===== config.mk =====
export PLATFORM = sky130hd
export DESIGN_NAME = wtc_top
export DESIGN_NICKNAME = d
export VERILOG_FILES = /design/src/design/wtc_pkg.sv /design/src/design/wtc_top.sv /design/src/design/wtc_prescale.sv
export SDC_FILE = /design/constraint.sdc
export NUM_CORES = 1
export LEC_CHECK = 0
export BUFFER_PORTS_ARGS = -buffer_cell sky130_fd_sc_hd__buf_2
export CORE_ASPECT_RATIO = 1.5
export CORE_UTILIZATION = 50
export CTS_BUF_LIST = sky130_fd_sc_hd__clkbuf_8 sky130_fd_sc_hd__clkbuf_16
export DETAILED_ROUTE_END_ITERATION = 10
export PLACE_DENSITY_LB_ADDON = 0.3
export SLEW_MARGIN = 10
export SYNTH_ARGS = -nofsm -noshare
export SYNTH_HDL_FRONTEND = slang
export SYNTH_SLANG_ARGS = --single-unit

===== constraint.sdc =====
create_clock -name mclk -period 2.65 [get_ports mclk]
set_input_delay 0.3975 -clock mclk [delete_from_list [all_inputs] [get_ports mclk]]
set_output_delay 0.3975 -clock mclk [all_outputs]
set_load 0.01 [all_outputs]

===== src/design/wtc_pkg.sv =====
`default_nettype none
// ==========================================================
// shared constants and types of the watch block
// ==========================================================
package wtc_pkg;
    // crystal rate and wanted tick rate, in hertz
    localparam int XTAL_HZ = 32768;
    localparam int TICK_HZ = 1;
    // crystal edges per one-second tick
    localparam int PRESCALE_DIV = XTAL_HZ / TICK_HZ;
    localparam int PRESCALE_W = 16;

    // ==========================================================
    // register byte offsets on the wishbone slave
    // ==========================================================
    localparam int ADR_W = 8;
    localparam logic [7:0] ADR_TIME = 8'h00;   // running time, write loads it
    localparam logic [7:0] ADR_ALARM1 = 8'h04; // time-of-day alarm
    localparam logic [7:0] ADR_ALARM2 = 8'h08; // day plus time alarm
    localparam logic [7:0] ADR_SWATCH = 8'h0c; // stopwatch load and count
    localparam logic [7:0] ADR_IEN = 8'h10;    // interrupt enables
    localparam logic [7:0] ADR_ISTAT = 8'h14;  // sticky flags, write one clears

    // ==========================================================
    // counter limits
    // ==========================================================
    localparam logic [5:0] SEC_MAX = 6'h3b;
    localparam logic [5:0] MIN_MAX = 6'h3b;
    localparam logic [4:0] HOUR_MAX = 5'h17;
    localparam int SW_W = 16;

    // ==========================================================
    // interrupt bit positions in enable and status registers
    // ==========================================================
    localparam int IRQ_SEC = 0;
    localparam int IRQ_MIN = 1;
    localparam int IRQ_HOUR = 2;
    localparam int IRQ_DAY = 3;
    localparam int IRQ_ALM1 = 4;
    localparam int IRQ_ALM2 = 5;
    localparam int IRQ_SWATCH = 6;
    localparam int IRQ_W = 7;

    // reset values
    localparam logic [31:0] TIME_RST = 32'h0000_0000;
    localparam logic [IRQ_W-1:0] IEN_RST = 7'h00;
    localparam logic [SW_W-1:0] SW_RST = 16'h0000;

    // time of day and day number, one bus word exactly
    typedef struct packed {
        logic [14:0] day;
        logic [4:0] hour;
        logic [5:0] min;
        logic [5:0] sec;
    } wtc_time_type;

    // stopwatch control state
    typedef enum logic {
        SW_IDLE = 1'b0,
        SW_RUN = 1'b1
    } wtc_sw_state_type;

    // byte-lane merge of a bus write into an old word
    function automatic logic [31:0] wtc_merge(input logic [31:0] old_v,
                                              input logic [31:0] new_v,
                                              input logic [3:0] sel);
        logic [31:0] res;
        res = old_v;
        for (int i = 0; i < 4; i++) begin
            if (sel[i]) begin
                res[i*8 +: 8] = new_v[i*8 +: 8];
            end
        end
        return res;
    endfunction
endpackage
`default_nettype wire


===== src/design/wtc_top.sv =====
`default_nettype none
module wtc_top #(
    parameter int PRESCALE_DIV = wtc_pkg::PRESCALE_DIV
) (
    input wire logic mclk,
    input wire logic reset,
    input wire logic rtc_clkin,
    input wire logic wb_cyc_i,
    input wire logic wb_stb_i,
    input wire logic wb_we_i,
    input wire logic [wtc_pkg::ADR_W-1:0] wb_adr_i,
    input wire logic [3:0] wb_sel_i,
    input wire logic [31:0] wb_dat_i,
    output logic [31:0] wb_dat_o,
    output logic wb_ack_o,
    output logic irq
);
    import wtc_pkg::*;

    // ==========================================================
    // declarations
    // ==========================================================
    logic tick;                                  // one-second pulse
    wtc_time_type time_r, time_nxt, tick_time;   // running time, ticked value
    wtc_time_type alm1_r, alm1_nxt;              // time-of-day alarm
    wtc_time_type alm2_r, alm2_nxt;              // day and time alarm
    logic [SW_W-1:0] sw_r, sw_nxt;               // stopwatch count
    wtc_sw_state_type sw_st_r, sw_st_nxt;        // stopwatch state
    logic [IRQ_W-1:0] ien_r, ien_nxt;            // interrupt enables
    logic [IRQ_W-1:0] stat_r, stat_nxt;          // sticky flags
    logic [IRQ_W-1:0] ev;                        // events of this cycle
    logic sw_ev;                                 // stopwatch underflow event
    logic ack_r, ack_nxt;                        // bus acknowledge
    logic [31:0] rdat_r, rdat_nxt;               // registered read data
    logic req, wr;                               // new bus access, write of it

    // ==========================================================
    // crystal prescaler
    // ==========================================================
    wtc_prescale #(
        .DIV(PRESCALE_DIV)
    ) u_prescale (
        .mclk(mclk),
        .reset(reset),
        .xtal_in(rtc_clkin),
        .tick(tick)
    );

    // ==========================================================
    // bus decode
    // ==========================================================
    // ack_r gates req so one access is taken once, then ack drops
    assign req = wb_cyc_i & wb_stb_i & ~ack_r;
    assign wr = req & wb_we_i;

    // write strobe of one register offset, shared by every register below
    function automatic logic wr_hit(input logic w, input logic [7:0] a,
                                    input logic [7:0] reg_adr);
        return w && (a == reg_adr);
    endfunction

    // ==========================================================
    // timekeeping next values
    // ==========================================================
    // carries ripple within one tick; a software load beats the tick
    always_comb begin
        tick_time = time_r;
        ev[IRQ_SEC] = 1'b0;
        ev[IRQ_MIN] = 1'b0;
        ev[IRQ_HOUR] = 1'b0;
        ev[IRQ_DAY] = 1'b0;
        if (tick) begin
            ev[IRQ_SEC] = 1'b1;
            if (time_r.sec == SEC_MAX) begin
                tick_time.sec = '0;
                ev[IRQ_MIN] = 1'b1;
                if (time_r.min == MIN_MAX) begin
                    tick_time.min = '0;
                    ev[IRQ_HOUR] = 1'b1;
                    if (time_r.hour == HOUR_MAX) begin
                        tick_time.hour = '0;
                        ev[IRQ_DAY] = 1'b1;
                        tick_time.day = time_r.day + 1'b1;   // 15 bits wrap
                    end else begin
                        tick_time.hour = time_r.hour + 1'b1;
                    end
                end else begin
                    tick_time.min = time_r.min + 1'b1;
                end
            end else begin
                tick_time.sec = time_r.sec + 1'b1;
            end
        end
        // alarms fire only when a tick lands on the match, not on loads
        // limitation: a load that lands with a tick still lets the ticked time match
        ev[IRQ_ALM1] = tick && ({tick_time.hour, tick_time.min, tick_time.sec} ==
                                {alm1_r.hour, alm1_r.min, alm1_r.sec});
        ev[IRQ_ALM2] = tick && (tick_time == alm2_r);
        // the stopwatch process owns its event, so ev keeps a single driver
        ev[IRQ_SWATCH] = sw_ev;
        time_nxt = tick_time;
        if (wr_hit(wr, wb_adr_i, ADR_TIME)) begin
            time_nxt = wtc_merge(time_r, wb_dat_i, wb_sel_i);
        end
    end

    // ==========================================================
    // stopwatch next values
    // ==========================================================
    // a load restarts the count; after underflow the count rests at zero
    always_comb begin
        sw_nxt = sw_r;
        sw_st_nxt = sw_st_r;
        sw_ev = 1'b0;
        case (sw_st_r)
            SW_IDLE: begin
                sw_st_nxt = SW_IDLE;
            end
            SW_RUN: begin
                if (tick) begin
                    if (sw_r == '0) begin
                        sw_ev = 1'b1;
                        sw_st_nxt = SW_IDLE;
                    end else begin
                        sw_nxt = sw_r - 1'b1;
                    end
                end
            end
            default: begin
                sw_st_nxt = SW_IDLE;
            end
        endcase
        if (wr_hit(wr, wb_adr_i, ADR_SWATCH)) begin
            sw_nxt = SW_W'(wtc_merge(32'(sw_r), wb_dat_i, wb_sel_i));
            sw_st_nxt = SW_RUN;
        end
    end

    // ==========================================================
    // control registers, flags and bus answer
    // ==========================================================
    // set wins over a write-one clear landing in the same cycle
    always_comb begin
        alm1_nxt = alm1_r;
        alm2_nxt = alm2_r;
        ien_nxt = ien_r;
        stat_nxt = stat_r;
        if (wr_hit(wr, wb_adr_i, ADR_ALARM1)) begin
            alm1_nxt = wtc_merge(alm1_r, wb_dat_i, wb_sel_i);
        end
        if (wr_hit(wr, wb_adr_i, ADR_ALARM2)) begin
            alm2_nxt = wtc_merge(alm2_r, wb_dat_i, wb_sel_i);
        end
        if (wr_hit(wr, wb_adr_i, ADR_IEN) && wb_sel_i[0]) begin
            ien_nxt = wb_dat_i[IRQ_W-1:0];
        end
        if (wr_hit(wr, wb_adr_i, ADR_ISTAT) && wb_sel_i[0]) begin
            stat_nxt = stat_r & ~wb_dat_i[IRQ_W-1:0];
        end
        stat_nxt = stat_nxt | ev;
        // registered ack: one wait state, dropped in the cycle after it stood
        ack_nxt = req;
        // read data is captured at the taking edge, so it stands with ack
        rdat_nxt = rdat_r;
        if (req) begin
            case (wb_adr_i)
                ADR_TIME: rdat_nxt = time_r;
                ADR_ALARM1: rdat_nxt = alm1_r;
                ADR_ALARM2: rdat_nxt = alm2_r;
                ADR_SWATCH: rdat_nxt = 32'(sw_r);
                ADR_IEN: rdat_nxt = 32'(ien_r);
                ADR_ISTAT: rdat_nxt = 32'(stat_r);
                default: rdat_nxt = 32'h0000_0000;           // unmapped reads zero
            endcase
        end
    end

    // registers
    // one synchronous reset clears every register of the block together
    always_ff @(posedge mclk) begin
        if (reset) begin
            time_r <= TIME_RST;
            alm1_r <= TIME_RST;
            alm2_r <= TIME_RST;
            sw_r <= SW_RST;
            sw_st_r <= SW_IDLE;
            ien_r <= IEN_RST;
            stat_r <= IEN_RST;
            ack_r <= 1'b0;
            rdat_r <= 32'h0000_0000;
        end else begin
            time_r <= time_nxt;
            alm1_r <= alm1_nxt;
            alm2_r <= alm2_nxt;
            sw_r <= sw_nxt;
            sw_st_r <= sw_st_nxt;
            ien_r <= ien_nxt;
            stat_r <= stat_nxt;
            ack_r <= ack_nxt;
            rdat_r <= rdat_nxt;
        end
    end

    // ==========================================================
    // outputs
    // ==========================================================
    // flags record events even when masked; the mask only gates irq
    assign irq = |(stat_r & ien_r);
    assign wb_ack_o = ack_r;
    // data output comes straight from flip-flops, never from the decode
    assign wb_dat_o = rdat_r;
endmodule
`default_nettype wire


===== src/design/wtc_prescale.sv =====
`default_nettype none
// ==========================================================
// crystal synchroniser and divider to a one-second pulse
// ==========================================================
module wtc_prescale #(
    parameter int DIV = wtc_pkg::PRESCALE_DIV
) (
    input wire logic mclk,
    input wire logic reset,
    input wire logic xtal_in,
    output logic tick
);
    import wtc_pkg::*;

    logic sync1_r, sync2_r, prev_r;          // two-flop synchroniser, edge memory
    logic [PRESCALE_W-1:0] cnt_r, cnt_nxt;   // crystal edge counter
    logic tick_r, tick_nxt;                  // registered tick
    logic rise;                              // rising crystal edge

    // ==========================================================
    // next values
    // ==========================================================
    // the edge is taken from the second flop only, never the first
    always_comb begin
        rise = sync2_r & ~prev_r;
        cnt_nxt = cnt_r;
        tick_nxt = 1'b0;
        if (rise) begin
            if (cnt_r == PRESCALE_W'(DIV - 1)) begin
                cnt_nxt = '0;
                tick_nxt = 1'b1;
            end else begin
                cnt_nxt = cnt_r + 1'b1;
            end
        end
    end

    // registers
    always_ff @(posedge mclk) begin
        if (reset) begin
            sync1_r <= 1'b0;
            sync2_r <= 1'b0;
            prev_r <= 1'b0;
            cnt_r <= '0;
            tick_r <= 1'b0;
        end else begin
            sync1_r <= xtal_in;
            sync2_r <= sync1_r;
            prev_r <= sync2_r;
            cnt_r <= cnt_nxt;
            tick_r <= tick_nxt;
        end
    end

    assign tick = tick_r;
endmodule
`default_nettype wire


==> summary.txt, run 1 <==
Outcome - complete, no violations
Top post-synthesis cells by area - dfxtp_1 36%, nor2_1 5.9%, mux2i_1 5.2%
Routed WL per cell - 19.65 um
Largest net degree at the start of global routing - 87
Relative slew slack - 37.06%
Critical path required time - 3.03 ns
Ys flop type - dfxtp_1
Total power - 5.538 mW
Net count, final - 1,424
Pre-CTS setup slack - -0.003417 ns
Unique cell type count in the Yosys netlist - 76
Net switching power - 1.324 mW
Clock period minus worst slack - 2.485 ns
Hold crit path type - in -> reg
Post-layout instance area - 11,840 um^2
Max-slew violation count - 0
CORE AREA - 19,710 um^2
Setup ws final - 0.1653 ns
Met3 WL - 2.090 mm
CTS root buf - clkbuf_16
Starting Density - 51.02%
Sink Count - 180
Clock latency on the worst-skew pair - 0.45 ns
Area delta synth->final - 17.80%
Hpwl dp - 23.73 mm
Crit path launch type - flop
CTS HTree Levels - 4
Internal - 4.214 mW
Worst vdd ir - 397.6 uV
All-Layer GR Usage - 31.45%
Max cap viols - 0
Synthesized Nets - 1,311
Wl on met1 - 12.25 mm
Fin. Hold Viols - 0
Drt first-iter violations - 901
Antenna Nets Post-Route - 0
Number of synthesized flops with an enable pin - 0
Logic pwr share - 4.6%
Commonest cells in the netlist - 180 x dfxtp_1, 159 x nor2_1, 121 x nand2_1
LEAKAGE - 4.638 nW
Via density per instance - 6.251
FP Rows - 63
Layout cells sized above 1 - 18.99%
Syn_area_per_cell - 8.011 um^2
Synthesis Warnings - 0
Cell Pwr Density - 467.6 nW/um^2
Residual DRC - 0
CTS tree - yes
Clock power share - 46.5%
Switch share - 23.90%
Vias in the first global route - 9,808
Post-synthesis cell count - 1,255
Slowest-stage cell, CP - or4_4
First-pass GRT wire length - 51.64 mm
Critical Path AT - 2.86 ns
Worst Skew - 0.01568 ns
Via count - 10,252
WL met2 - 16.13 mm
Final Setup Violations - 0
Chip Width - 117.8 um
Max Root-Sink Buffers - 2
Most frequent cell after synthesis - dfxtp_1
Top routing layer used - met4
Synth area leader - dfxtp_1
Critical path fanouts, max - 8
Ys async rst share - 0%
Final WL - 32.23 mm
Setup crit end kind - flop
Post-DP Area - 11,240 um^2
Hold_buf cts - 0
Share of the synthesized area in the top cell type - 35.84%
I/O pins - 84
CTS Buf Count - 17
CP max stage delay - 0.66 ns
Least-Margin Pin Slew - 0.9441 ns
Port Buffers - 83
F_max - 402.5 MHz
GPL Wtd Cong - 0.9742
Setup Crit Path Kind - reg -> reg
Mapped cell area - 10,050 um^2
RSZ-0062 raised after global routing - false
Initial antenna violation count - 0
Synth Register Bits - 180
Worst path cell trace - ha_2 -> nand3b_1 -> or4_4 -> nor3_4 -> xor2_1 -> o21ai_1 -> nand4_1 -> o31ai_2
Tcrit/Tclk final - 93.76%
Grt ovf - 0
CTS clock-pin slew for the worst setup and hold paths - 0.08 ns
Die area - 20,690 um^2
Register share of total power - 48.9%
Die Y-Extent - 175.7 um
Register area share after synthesis - 35.84%
DRT Pass-1 Iters - 10
Ant. Diodes - 0
power by group through the flow:
stage	registers, mW	clock network [mW]	logic, mW
after global placement	2.77	0	0.246
after detailed placement	2.77	0	0.246
after global routing	2.71	2.70	0.266
final	2.71	2.57	0.253
after floorplan	2.77	0	0.122
after CTS	2.71	2.59	0.247
cells by family after synthesis:
family,after synthesis,share of synthesized area [%]
mux,56,5.625
flops,180,35.84
simple gates,498,25.02
xor+xnor,63,5.488
compound gates,338,22.45
fa+ha+maj,6,0.7467
buf+inv,114,4.829
per-layer routing:
| metal | vias to the layer above | global-route usage (%) |
|---|---|---|
| met5 | - | 0 |
| met4 | 0 | 19.50 |
| met3 | 129 | 5.357 |
| met2 | 472 | 55.10 |
| met1 | 4834 | 35.38 |
| li1 | 4817 | - |
registers in the layout, indices dropped and copies added, names as in the netlist:
signal	cells
u_prescale.sync1_r	1
time_r	32
u_prescale.cnt_r	16
alm2_r	32
u_prescale.tick	1
wb_ack_o	1
stat_r	7
sw_r	16
sw_st_r	1
ien_r	7
u_prescale.sync2_r	1
u_prescale.prev_r	1
alm1_r	32
wb_dat_o	32
per-stage QoR:
stage / std cells / setup TNS, ns / hold WS, ns / utilization (%)
floorplan: 1255 / 0 / 0.4138 / -
global placement: 1609 / 0 / 0.4173 / 57.03
detailed placement: 1609 / -0.003417 / 0.4287 / 57.03
CTS: 1640 / 0 / 0.1473 / 60.03
global route: 1640 / 0 / 0.1791 / 60.10
finish: 1640 / 0 / 0.1610 / 60.10
placed cells by master, fill, tap and decap left out, drive strengths merged, types with 17 or more instances in the layout:
cell	Yosys	routed
nor2	160	160
xor2	29	29
dfxtp	180	180
a21oi	92	92
a211oi	17	17
nand2	122	122
inv	21	25
nor3	27	27
nand3	66	66
a22oi	58	58
nor4	21	21
xnor2	34	34
buf	24	187
mux2i	52	52
nand4	18	18
o21ai	73	73
clkbuf	69	19
worst paths after layout:
path                       from            endpoint  slack, ns  cells past startpoint
max                   time_r[6]           stat_r[5]       0.17                      8
min                   rtc_clkin  u_prescale.sync1_r       0.16                      2
max reg2reg           time_r[6]           stat_r[5]       0.17                      8
min reg2reg  u_prescale.sync1_r  u_prescale.sync2_r       0.44                      1
worst max-delay path: cells and delay by family, from the launching register on:
family                     cells  cell delay [ns]
adders and majority gates      1             0.23
DFF                            1             0.35
AOI/OAI and AO/OA              2             0.42
and+or+nand+nor                4             1.31
xor gates and xnor gates       1             0.10
timing repair:
item,4_1_cts,5_1_grt
endpoints found under the setup margin,1,3
setup buffers,0,0
gates resized for setup,1,6
pin swaps,0,0
layout make-up:
cell class              count  area (um^2)
fillers                  1846         7864
well taps                 260        325.3
clock buffers              19        452.9
inverters                  21        78.83
clock inverters            12        130.1
multi-input cells         961         6002
repair buffers            187         1249
flip-flops and latches    180         3605
(Power assumes the default switching activity.)
==> run 2, diff against run 1 <==
- RECOVER_POWER: unset -> 100
==> run 2 against run 1 <==
Against the previous run:
- the flow now finishes with violations (max-capacitance violations, max-slew violations)
- maximum frequency down 0.67%
- sequential power about the same
- sequential cell count unchanged
- setup slack worse by 0.017 ns
- critical path depth up 2
- non-clock buffer count unchanged
- final cell count unchanged
- critical path type unchanged
- critical endpoint unchanged
- largest cell class unchanged
- largest power group unchanged
==> summary.txt, run 2 (synthesis results as in run 1) <==
Tcrit/Tclk final - 94.40% (was 93.76%)
Hold_buf cts - 0 (unchanged)
Outcome - finished with violations (was complete, no violations)
CP bufs+invs - 2 (was 0)
Hold path start - rtc_clkin (unchanged)
Residual DRC - 0 (unchanged)
Hold Path End - u_prescale.sync1_r (unchanged)
Worst path cell trace - ha_2 -> nand3b_1 -> nor4_2 -> buf_4 -> buf_4 -> nand4_1 -> xnor2_1 -> nor2_1 -> nand4b_1 -> o31ai_2 (was ha_2 -> nand3b_1 -> or4_4 -> nor3_4 -> xor2_1 -> o21ai_1 -> nand4_1 -> o31ai_2)
Chip Width - 117.8 um (unchanged)
All-Layer GR Usage - 31.45% (unchanged)
Worst r2r src - time_r[6] (unchanged)
Logic pwr share - 4.5% (was 4.6%)
Relative slew slack - -19.21% (was 37.06%)
Worst vdd ir - 397.5 uV (was 397.6 uV)
Post-layout util - 59.24% (was 60.10%)
LEAKAGE - 4.400 nW (was 4.638 nW)
R2r endpoint - stat_r[5] (unchanged)
Max Root-Sink Buffers - 2 (unchanged)
Setup ws final - 0.1485 ns (was 0.1653 ns)
Critical path required time - 3.03 ns (about the same)
CTS Buf Count - 17 (unchanged)
Reg2reg path depth - 10 (was 8)
Area delta synth->final - 16.13% (was 17.80%)
Final Setup Violations - 0 (unchanged)
Clock power share - 46.6% (was 46.5%)
Pre-CTS setup slack - -0.003417 ns (unchanged)
First-pass GRT wire length - 51.64 mm (unchanged)
Antenna Nets Post-Route - 0 (unchanged)
Most common cell after layout, fill and taps aside - dfxtp_1 (unchanged)
RSZ-0062 raised after global routing - false (unchanged)
Routed WL per cell - 19.64 um (was 19.65 um)
Slowest-stage cell, CP - dfxtp_1 (was or4_4)
Via density per instance - 6.257 (was 6.251)
GPL Wtd Cong - 0.9742 (unchanged)
Top delay family on crit path - simple AND/OR/NAND/NOR gates (unchanged)
Largest net degree at the start of global routing - 87 (unchanged)
DRT Pass-1 Iters - 6 (was 10)
Port Buffers - 83 (unchanged)
Fin. Hold Viols - 0 (unchanged)
Net count, final - 1,424 (unchanged)
R2R Setup Slk - 0.15 ns (was 0.17 ns)
Drt first-iter violations - 893 (was 901)
Max cap viols - 1 (was 0)
Hpwl dp - 23.73 mm (unchanged)
CTS HTree Levels - 4 (unchanged)
Vias in the first global route - 9,808 (unchanged)
Cell mode on critical path - buf_4
Switch share - 23.91% (was 23.90%)
Die area - 20,690 um^2 (unchanged)
Starting Density - 51.02% (unchanged)
Initial antenna violation count - 0 (unchanged)
Setup crit end kind - flop (unchanged)
Via count - 10,261 (was 10,252)
Final WL - 32.20 mm (was 32.23 mm)
Register share of total power - 49.0% (was 48.9%)
Setup Crit Path Kind - reg -> reg (unchanged)
Cell Pwr Density - 474.1 nW/um^2 (was 467.6 nW/um^2)
Max-slew violation count - 87 (was 0)
I/O pins - 84 (unchanged)
Clock period minus worst slack - 2.502 ns (was 2.485 ns)
Violated checks - max-capacitance violations, max-slew violations
Hold Crit Depth - 2 (unchanged)
CTS root buf - clkbuf_16 (unchanged)
CP max stage delay - 0.34 ns (was 0.66 ns)
Die Y-Extent - 175.7 um (unchanged)
CORE AREA - 19,710 um^2 (unchanged)
Clock latency on the worst-skew pair - 0.45 ns (about the same)
Ant. Diodes - 0 (unchanged)
Worst Skew - 0.01528 ns (was 0.01568 ns)
Hold crit path type - in -> reg (unchanged)
Grt ovf - 0 (unchanged)
Critical path fanouts, max - 11 (was 8)
CTS tree - yes (unchanged)
Layout cells sized above 1 - 15.22% (was 18.99%)
Net switching power - 1.323 mW (was 1.324 mW)
Most frequent cells in the layout - 179 x dfxtp_1, 158 x nor2_1, 121 x nand2_1 (was 179 x dfxtp_1, 157 x nor2_1, 121 x nand2_1)
F_max - 399.8 MHz (was 402.5 MHz)
FP Rows - 63 (unchanged)
Postcts setup bufs - 0 (unchanged)
Critical Path AT - 2.88 ns (was 2.86 ns)
CTS clock-pin slew for the worst setup and hold paths - 0.07 ns (was 0.08 ns)
Least-Margin Pin Slew - 1.788 ns (was 0.9441 ns)
Internal - 4.212 mW (was 4.214 mW)
Crit path launch type - flop (unchanged)
Sink Count - 180 (unchanged)
run 2: cell types whose count changed in the layout (fill, tap and decap cells not counted), sizes merged:
| cell | before | now |
|---|---|---|
| buf | 187 | 128 |
| clkbuf | 19 | 78 |
run 2: power groups by stage:
stage / clock network [mW] / registers, mW / logic (mW)
floorplan: 0 / 2.77 / 0.122
CTS: 2.59 / 2.71 / 0.247
global placement: 0 / 2.77 / 0.246
global route: 2.70 / 2.71 / 0.261
detailed placement: 0 / 2.77 / 0.246
finish: 2.58 / 2.71 / 0.247
run 2: area by class of cell:
type	instances	area, um^2
Fill cell	1886	8031
Multi-Input combinational cell	961	5968
Sequential cell	180	3605
Tap cell	260	325.3
Clock buffer	19	452.9
Inverter	21	78.83
Clock inverter	12	130.1
Timing Repair Buffer	187	1115
run 2: stage by stage:
stage / power [mW] / instance area [um^2] / cells / setup TNS, ns / hold slack [ns]
global placement: 3.019 / 11240 / 1609 / 0 / 0.4173
finish: 5.535 / 11670 / 1640 / 0 / 0.1601
detailed placement: 3.020 / 11240 / 1609 / -0.003417 / 0.4287
global route: 5.676 / 11670 / 1640 / 0 / 0.1965
floorplan: 2.895 / 10050 / 1255 / 0 / 0.4138
CTS: 5.552 / 11830 / 1640 / 0 / 0.1473
run 2: worst register-to-register path, stage by stage (launching register included):
cell and delay (ns):
dfxtp_1 0.34, ha_2 0.23, nand3b_1 0.22, nor4_2 0.20, buf_4 0.17, buf_4 0.20
nand4_1 0.28, xnor2_1 0.25, nor2_1 0.10, nand4b_1 0.18, o31ai_2 0.27
run 2: timing repair:
| item | in CTS | in global routing |
|---|---|---|
| setup endpoints to repair | 1 | 3 |
| resized for setup | 1 | 6 |
| cloned | 0 | 0 |
run 2: worst max path at each step:
stage	startpoint	endpoint	slack [ns]	cells after the start
after floorplan	time_r[12]	stat_r[5]	0.25	9
after global placement	time_r[6]	stat_r[5]	0.01	8
after detailed placement	time_r[6]	stat_r[5]	-0.003	8
after CTS	time_r[6]	stat_r[5]	0.05	8
after global routing	wb_adr_i[5]	time_r[26]	0.005	11
final	time_r[6]	stat_r[5]	0.15	10
run 2: metal layers:
layer	vias up	global-route usage, %	routed length (um)	part of all wire [%]
met5	-	0	0	0
met4	0	19.50	1852	5.8
met3	141	5.357	2104	6.5
met2	484	55.10	16080	50
met1	4821	35.38	12160	38
li1	4815	-	-	-
